==> config.mk <==
export PLATFORM = sky130hd
export DESIGN_NAME = dgc_top
export DESIGN_NICKNAME = d
export VERILOG_FILES = /design/src/dgc_pkg.sv /design/src/dgc_top.sv /design/src/dgc_gain_stage.sv
export SDC_FILE = /design/constraint.sdc
export NUM_CORES = 2
export LEC_CHECK = 0
export ABC_AREA = 1
export CORE_MARGIN = 2
export CORE_UTILIZATION = 35
export DETAILED_ROUTE_END_ITERATION = 10
export DONT_BUFFER_PORTS = 1
export SYNTH_ARGS = -nofsm -noshare
export SYNTH_HDL_FRONTEND = slang
export SYNTH_SLANG_ARGS = --single-unit
==> constraint.sdc <==
create_clock -name SYS_CLK -period 16.8 [get_ports SYS_CLK]
set_clock_uncertainty 0.1 [all_clocks]
set_input_delay 3.36 -clock SYS_CLK [delete_from_list [all_inputs] [get_ports SYS_CLK]]
set_output_delay 3.36 -clock SYS_CLK [all_outputs]
set_load 0.03 [all_outputs]
==> src/dgc_pkg.sv <==
// Purpose: Shared constants and types for the playback gain and compressor block
// Assumes: 24-bit signed samples, 8-bit register port
// Notes: Gain codes are signed half-decibel steps
package dgc_pkg;

  localparam int SAMPLE_W = 24;

  // Register index on the control port
  localparam logic [7:0] REG_RIGHT_GAIN = 8'h42;
  localparam logic [7:0] REG_COMP_CTRL = 8'h44;

  // Reset values
  localparam logic [7:0] RIGHT_GAIN_RST = 8'h00;
  localparam logic [7:0] COMP_CTRL_RST = 8'h0f;
  localparam logic MUTE_RST = 1'b1;

  // Compressor control field positions
  localparam int COMP_RSVD_BIT = 7;
  localparam int COMP_EN_L_BIT = 6;
  localparam int COMP_EN_R_BIT = 5;
  localparam int COMP_THR_LSB = 2;
  localparam int COMP_HYST_LSB = 0;

  // Gain linking field codes
  localparam logic [1:0] LINK_INDEP = 2'h0;
  localparam logic [1:0] LINK_L_FROM_R = 2'h1;
  localparam logic [1:0] LINK_R_FROM_L = 2'h2;

  // Named gain codes
  localparam logic [7:0] GAIN_CODE_UNITY = 8'h00;
  localparam logic [7:0] GAIN_CODE_HALF = 8'h01;
  localparam logic [7:0] GAIN_CODE_MAX = 8'h30;
  localparam logic [7:0] GAIN_CODE_NEG_HALF = 8'hff;
  localparam logic [7:0] GAIN_CODE_M63 = 8'h82;
  localparam logic [7:0] GAIN_CODE_M63_5 = 8'h81;

  // Code is biased to non-negative, then split into 6 dB octaves of 12 steps
  localparam int GAIN_BIAS = 132;
  localparam int GAIN_STEPS_OCT = 12;
  localparam int GAIN_SHIFT_BASE = 25;
  localparam int GAIN_MANT_FRAC = 14;
  // 10^(r/40) in Q2.14, r = 0..11
  localparam logic [15:0] GAIN_MANT [12] = '{16'h4000, 16'h43cb, 16'h47cf, 16'h4c10, 16'h5092, 16'h5559,
                                             16'h5a67, 16'h5fc2, 16'h656f, 16'h6b72, 16'h71cf, 16'h788e};

  // Threshold levels re full scale, -3 dB to -24 dB in 3 dB steps
  localparam logic [23:0] THR_LEVEL [8] = '{24'h5a9df7, 24'h402700, 24'h2d6a7e, 24'h2026eb,
                                            24'h16c366, 24'h101d43, 24'h0b6871, 24'h08138b};
  // Release factor for 0..3 dB hysteresis, Q1.15
  localparam int HYST_FRAC = 15;
  localparam logic [15:0] HYST_FACTOR [4] = '{16'h8000, 16'h7215, 16'h65ac, 16'h5a9e};

  typedef struct packed {
    logic signed [SAMPLE_W-1:0] left;
    logic signed [SAMPLE_W-1:0] right;
  } dgc_pair_t;

  typedef struct packed {
    logic wr;
    logic [7:0] addr;
    logic [7:0] wdata;
  } dgc_reg_wr_t;

endpackage

==> src/dgc_top.sv <==
// Purpose: Right playback gain register, gain stages and two-channel compressor
// Assumes: Register port and samples are synchronous to SYS_CLK
// Notes: Left gain, link field and mute arrive as plain inputs from other registers
`timescale 1ns/100ps
module dgc_top
  import dgc_pkg::*;
(
  // Clock and reset
  input wire logic SYS_CLK,
  input wire logic RESET,
  // Register port
  input wire logic REG_WR,
  input wire logic [7:0] REG_ADDR,
  input wire logic [7:0] REG_WDATA,
  output logic [7:0] REG_RDATA,
  // Neighbouring control fields
  input wire logic [7:0] LEFT_GAIN,
  input wire logic [1:0] LINK_MODE,
  input wire logic RIGHT_MUTE,
  // Sample stream
  input wire logic IN_VALID,
  input wire dgc_pair_t IN_SAMPLE,
  output logic OUT_VALID,
  output dgc_pair_t OUT_SAMPLE,
  // Status
  output logic [1:0] COMP_ACTIVE
);

  typedef struct packed {
    logic [7:0] right_gain;
    logic [7:0] comp_ctrl;
    logic mute;
    logic [7:0] rdata;
    logic [1:0] active;
    logic out_valid;
    dgc_pair_t out;
    logic wrote_gain;
    logic wrote_ctrl;
  } dgc_top_st_t;

  localparam dgc_top_st_t ST_RST = '{right_gain: RIGHT_GAIN_RST, comp_ctrl: COMP_CTRL_RST,
                                     mute: MUTE_RST, default: '0};

  dgc_top_st_t st_r;
  dgc_top_st_t st_nxt;
  dgc_reg_wr_t wr;

  logic comp_any;
  logic [1:0] link_eff;
  logic [7:0] chan_code [2];
  logic signed [SAMPLE_W-1:0] chan_in [2];
  logic signed [SAMPLE_W-1:0] g_samp [2];
  logic [1:0] g_valid;
  logic [1:0] comp_en;
  logic [23:0] thr_lvl;
  logic [23:0] rel_lvl;
  logic [1:0] act_nxt;
  logic signed [SAMPLE_W-1:0] comp_out [2];

  assign wr = '{wr: REG_WR, addr: REG_ADDR, wdata: REG_WDATA};

  // Gain selection and linking
  assign comp_any = |comp_en;
  // Linking would fight the per-channel gain reduction, so it is forced off
  assign link_eff = comp_any ? LINK_INDEP : LINK_MODE;
  assign chan_code[0] = (link_eff == LINK_L_FROM_R) ? st_r.right_gain : LEFT_GAIN;
  assign chan_code[1] = (link_eff == LINK_R_FROM_L) ? LEFT_GAIN : st_r.right_gain;
  assign chan_in[0] = IN_SAMPLE.left;
  assign chan_in[1] = IN_SAMPLE.right;

  // Compressor settings
  assign comp_en[0] = st_r.comp_ctrl[COMP_EN_L_BIT];
  assign comp_en[1] = st_r.comp_ctrl[COMP_EN_R_BIT];
  assign thr_lvl = THR_LEVEL[st_r.comp_ctrl[COMP_THR_LSB +: 3]];
  assign rel_lvl = 24'((40'(thr_lvl) * 40'(HYST_FACTOR[st_r.comp_ctrl[COMP_HYST_LSB +: 2]])) >> HYST_FRAC);

  for (genvar ch = 0; ch < 2; ch++) begin : g_chan
    logic [23:0] mag;
    logic [23:0] cmag;

    dgc_gain_stage u_gain (
      .clk(SYS_CLK),
      .rst(RESET),
      .in_valid(IN_VALID),
      .in_sample(chan_in[ch]),
      .gain_code(chan_code[ch]),
      .out_valid(g_valid[ch]),
      .out_sample(g_samp[ch])
    );

    assign mag = g_samp[ch][SAMPLE_W-1] ? 24'(-g_samp[ch]) : 24'(g_samp[ch]);

    // Engage above threshold, release below threshold less hysteresis or when the channel's compressor is disabled
    always_comb begin
      if (!g_valid[ch]) begin
        act_nxt[ch] = st_r.active[ch];
      end else if (!comp_en[ch]) begin
        act_nxt[ch] = 1'b0;
      end else if (mag > thr_lvl) begin
        act_nxt[ch] = 1'b1;
      end else if (mag < rel_lvl) begin
        act_nxt[ch] = 1'b0;
      end else begin
        act_nxt[ch] = st_r.active[ch];
      end
    end

    // 4:1 slope above the release knee while engaged
    assign cmag = (act_nxt[ch] && mag > rel_lvl) ? 24'(rel_lvl + ((mag - rel_lvl) >> 2)) : mag;
    assign comp_out[ch] = g_samp[ch][SAMPLE_W-1] ? SAMPLE_W'(-signed'(cmag)) : SAMPLE_W'(signed'(cmag));
  end

  always_comb begin
    st_nxt = st_r;
    st_nxt.mute = RIGHT_MUTE;
    if (wr.wr && wr.addr == REG_RIGHT_GAIN) begin
      st_nxt.right_gain = wr.wdata;
      st_nxt.wrote_gain = 1'b1;
    end
    if (wr.wr && wr.addr == REG_COMP_CTRL) begin
      st_nxt.comp_ctrl = wr.wdata;
      st_nxt.wrote_ctrl = 1'b1;
    end
    case (REG_ADDR)
      REG_RIGHT_GAIN: st_nxt.rdata = st_r.right_gain;
      REG_COMP_CTRL: st_nxt.rdata = st_r.comp_ctrl;
      default: st_nxt.rdata = 8'h00;
    endcase
    st_nxt.active = act_nxt;
    st_nxt.out_valid = g_valid[0];
    if (g_valid[0]) begin
      st_nxt.out.left = comp_out[0];
      st_nxt.out.right = st_r.mute ? '0 : comp_out[1];
    end
  end

  always_ff @(posedge SYS_CLK or posedge RESET) begin
    if (RESET) begin
      st_r <= ST_RST;
    end else begin
      st_r <= st_nxt;
    end
  end

  assign REG_RDATA = st_r.rdata;
  assign OUT_VALID = st_r.out_valid;
  assign OUT_SAMPLE = st_r.out;
  assign COMP_ACTIVE = st_r.active;
endmodule

==> src/dgc_gain_stage.sv <==
// Purpose: One channel of signed half-decibel digital gain
// Assumes: Code and sample are stable in the cycle IN_VALID is high
// Notes: One cycle of latency; output saturates to the sample range
`timescale 1ns/100ps
module dgc_gain_stage
  import dgc_pkg::*;
(
  // Clock and reset
  input wire logic clk,
  input wire logic rst,
  // Sample in
  input wire logic in_valid,
  input wire logic signed [SAMPLE_W-1:0] in_sample,
  input wire logic [7:0] gain_code,
  // Sample out
  output logic out_valid,
  output logic signed [SAMPLE_W-1:0] out_sample
);

  typedef struct packed {
    logic valid;
    logic signed [SAMPLE_W-1:0] sample;
  } dgc_gain_st_t;

  localparam logic signed [SAMPLE_W-1:0] SMAX = 24'sh7fffff;
  localparam logic signed [SAMPLE_W-1:0] SMIN = -24'sh800000;

  dgc_gain_st_t st_r;
  dgc_gain_st_t st_nxt;

  function automatic logic signed [SAMPLE_W-1:0] scale(input logic signed [SAMPLE_W-1:0] x,
                                                       input logic [15:0] m, input int s);
    logic signed [40:0] p;
    p = (41'(x) * 41'(signed'({1'b0, m}))) >>> s;
    return SAMPLE_W'(p);
  endfunction

  always_comb begin
    int ci;
    int q;
    int r;
    logic signed [40:0] prod;
    ci = int'(signed'(gain_code)) + GAIN_BIAS;
    q = ci / GAIN_STEPS_OCT;
    r = ci % GAIN_STEPS_OCT;
    // Octave shift plus a 12-entry mantissa avoids a full 256-entry table
    prod = 41'(in_sample) * 41'(signed'({1'b0, GAIN_MANT[r]}));
    prod = prod >>> (GAIN_SHIFT_BASE - q);
    st_nxt = st_r;
    st_nxt.valid = in_valid;
    if (in_valid) begin
      if (prod > 41'(SMAX)) begin
        st_nxt.sample = SMAX;
      end else if (prod < 41'(SMIN)) begin
        st_nxt.sample = SMIN;
      end else begin
        st_nxt.sample = SAMPLE_W'(prod);
      end
    end
  end

  always_ff @(posedge clk or posedge rst) begin
    if (rst) begin
      st_r <= '0;
    end else begin
      st_r <= st_nxt;
    end
  end

  assign out_valid = st_r.valid;
  assign out_sample = st_r.sample;
endmodule

==> results.py <==
metrics = {
    "global_route": {
        "grt_overflow": 0,
        "grt_max_degree": 74,
        "first_global_vias": 52300,
        "grt_util_all_layers_pct": 22.1,
        "antenna_found_initial": 8,
        "grt_pass1_wl_mm": 294,
    },
    "place": {
        "io_buffers": 0,
        "placed_area_mm2": 0.0595,
        "place_ws_ps": -21.5,
        "gp_congestion": 0.957,
        "hpwl_mm": 156,
        "placed_cells": 9872,
    },
    "hold_path": {
        "hold_path.class": "flip-flop to flip-flop",
        "min_from": "st_r[69]$_DFFE_PP0P_",
        "worstHoldEndpoint": "st_r[69]$_DFFE_PP0P_",
        "hold_depth": 2,
    },
    "die": {
        "core_area_mm2": 0.163,
        "initial_core_util_pct": 35.3,
        "fp.dieH_um": 409,
        "design.die.area_mm2": 0.167,
        "rows": 148,
        "die_x_um": 409,
        "io_pins": 138,
    },
    "clocking": {
        "holdBufCountCts": 0,
        "ctsLongestPathBuffers": 2,
        "cts_inserted_buffers": 17,
        "clock-sinks": 125,
        "cts.htree.levels": 4,
        "clkTransAtPathRegs_ps": 70,
        "cts_tree": "yes",
        "clk-insertion-delay-late_ps": 490,
        "clockRootBuffer": "clkbuf_16",
    },
    "final_layout": {
        "layoutNonFillerInstCount": 9915,
        "syn_to_final_growth_pct": 5.16,
        "drive_above_1_share_pct": 4.83,
        "final_nets": 9277,
        "final_area_mm2": 0.0603,
    },
    "sta": {
        "worst_slew_pin_slew_ps": 1180,
        "finalCriticalPeriod_ps": 15840,
        "slew_violations": 0,
        "timing.fmax_ghz": 0.0631,
        "finalCritPeriodShare_pct": 94.3,
        "setup_viol": 0,
        "relSlewSlack_pct": 21.1,
        "finalHoldViolCount": 0,
        "setup_ws_ps": 963,
        "finalSetupTns_ps": 0,
    },
    "route": {
        "final_antenna_net_count": 0,
        "drt_iter0_drc": 4165,
        "wl_mm": 184,
        "via_per_inst": 5.11,
        "drtPass1Iterations": 6,
        "drc": 0,
        "wire_per_inst_um": 18.5,
        "vias": 50600,
    },
    "logic_synthesis": {
        "yosys_warnings": 0,
        "ys_async_sr_fraction_pct": 100,
        "synth_top_area_share_pct": 34.0,
        "synth-seq-cells": 125,
        "synth_enable_flop_cells": 0,
        "netlist_instances": 7906,
        "yosysSeqAreaShare_pct": 5.46,
        "synth_area_leaders": "fa_1, inv_1, ha_1, nand2_1, nand3_1",
        "ys_types": 62,
        "avgSynthCellArea_um2": 7.26,
        "syn_area_mm2": 0.0574,
        "synth_top_cell_by_area": "fa_1",
        "syn-num-nets": 9460,
        "synthFlopType": "dfrtp_1",
    },
    "setup_path": {
        "cpMaxStageDelayCell": "fa_1",
        "worstSetupStartpointType": "primary input",
        "crit_type": "primary input to flip-flop",
        "cp_slowest_stage_delay_ps": 570,
        "r2r_slack_ps": 2210,
        "worstPathArrival_ps": 16110,
        "reg2reg_depth": 72,
        "timing.rr.start": "st_r[64]$_DFFE_PP1P_",
        "cpMostUsedCell": "nand2_1",
        "rr_endpoint": "OUT_SAMPLE[22]$_DFFE_PP0P_",
        "crit_path_end_kind": "flip-flop",
        "required_ps": 17070,
        "cp_max_fo": 23,
        "worstSetupStartpoint": "LINK_MODE[1]",
    },
    "outcome": {
        "status": "finished, final reports clean",
    },
    "run": {
        "max-cap-violations": 0,
    },
}
cells by family after synthesis:
group / synth area share, %
xor gates and xnor gates: 3.89
DFF: 5.46
and+or+nand+nor: 23.5
adders and majority gates: 44.9
buffers and inverters: 14.1
AOI/OAI and AO/OA: 8.11
layer usage:
layer  global-route usage [%]  vias up  wire length, µm
li1                         -    23800                -
met1                     29.8    24900            80700
met5                        0        -               95
met3                     3.86      249            13300
met4                     4.78       12             3910
met2                     36.9     1672            85500
critical path: cells and delay by family:
| family | cells | cell delay (ps) |
|---|---|---|
| and+or+nand+nor | 40 | 4980 |
| adders and majority gates | 9 | 4070 |
| AOI/OAI and AO/OA | 11 | 1990 |
| buffers and inverters | 17 | 1690 |
worst max-delay path by stage:
stage | end | slack [ps] | depth (start not counted)
2_1_floorplan | g_chan[0].u_gain.out_sample[0]$_DFFE_PP0P_ | 1280 | 82
3_3_place_gp | g_chan[0].u_gain.out_sample[18]$_DFFE_PP0P_ | 140 | 74
3_5_place_dp | g_chan[1].u_gain.out_sample[1]$_DFFE_PP0P_ | -20 | 76
4_1_cts | g_chan[1].u_gain.out_sample[1]$_DFFE_PP0P_ | 470 | 76
5_1_grt | g_chan[1].u_gain.out_sample[1]$_DFFE_PP0P_ | -30 | 77
6_report | g_chan[1].u_gain.out_sample[1]$_DFFE_PP0P_ | 960 | 77
registers in the layout, summed over array words and instances, names as in the netlist:
signal and flops:
OUT_SAMPLE 48, COMP_ACTIVE 2, g_chan.u_gain.out_valid 1, REG_RDATA 8, g_chan.u_gain.out_sample 48, OUT_VALID 1, st_r 15, comp_en 2
cells in the mapped netlist, types with 5 or more instances:
| cell | number |
|---|---|
| a211oi_1 | 5 |
| a21o_1 | 12 |
| a21oi_1 | 340 |
| a21oi_2 | 43 |
| a22o_1 | 14 |
| a31oi_1 | 25 |
| buf_1 | 29 |
| buf_2 | 40 |
| buf_4 | 66 |
| buf_6 | 13 |
| clkbuf_1 | 192 |
| clkinv_1 | 12 |
| dfrtp_1 | 120 |
| dfstp_2 | 5 |
| fa_1 | 974 |
| ha_1 | 501 |
| inv_1 | 1690 |
| inv_2 | 14 |
| nand2_1 | 1611 |
| nand2_2 | 22 |
| nand2_4 | 5 |
| nand3_1 | 688 |
| nand3_2 | 14 |
| nand3b_1 | 12 |
| nand4_1 | 69 |
| nor2_1 | 655 |
| nor2_2 | 8 |
| nor3_1 | 43 |
| nor4_1 | 11 |
| o211ai_1 | 20 |
| o21a_1 | 17 |
| o21ai_0 | 254 |
| o21ai_1 | 24 |
| o21ai_2 | 7 |
| o21bai_1 | 10 |
| o221ai_1 | 7 |
| o31ai_1 | 11 |
| or2_2 | 30 |
| xnor2_1 | 109 |
| xor2_1 | 146 |
placed cells by master, fill, tap and decap left out, types with 12 or more instances in the layout:
master / synthesis / routed
dfrtp_1: 120 / 120
a21o_1: 12 / 12
xnor2_1: 109 / 109
nor3_1: 43 / 42
o21ai_0: 254 / 252
nor2_1: 655 / 651
inv_1: 1690 / 1678
nand3b_1: 12 / 12
nand2_1: 1611 / 1606
buf_4: 66 / 129
nand4_1: 69 / 69
o211ai_1: 20 / 20
a22o_1: 14 / 14
or2_2: 30 / 30
nand2_2: 22 / 26
fa_1: 974 / 972
a21oi_2: 43 / 51
nand3_2: 14 / 15
clkbuf_16: 0 / 17
inv_2: 14 / 21
o21ai_1: 24 / 24
ha_1: 501 / 501
a31oi_1: 25 / 22
a21oi_1: 340 / 332
o21a_1: 17 / 17
xor2_1: 146 / 144
nand3_1: 688 / 687
final cells by class:
type | count | area (µm²)
timing repair buffer | 138 | 1130
multi-input combinational | 5725 | 46300
clock buffer | 19 | 443
sequential | 125 | 3130
inverter | 1716 | 6460
fill | 17200 | 102000
antenna | 4 | 10.0
clock inverter | 13 | 154
tap | 2175 | 2720
repair_timing:
item	4_1_cts	5_1_grt
resized for setup	0	47
setup buffers	0	7
setup endpoints to repair	0	46
metrics by stage:
step	hold slack [ps]	utilization, %
after floorplan	252	-
after global placement	375	36.6
after CTS	391	36.9
after global routing	408	37.1
final	394	37.1
after detailed placement	374	36.6
Power is left out: the tool's default activity adds up to more than one toggle a clock period on the data nets, which glitch-free logic cannot reach.
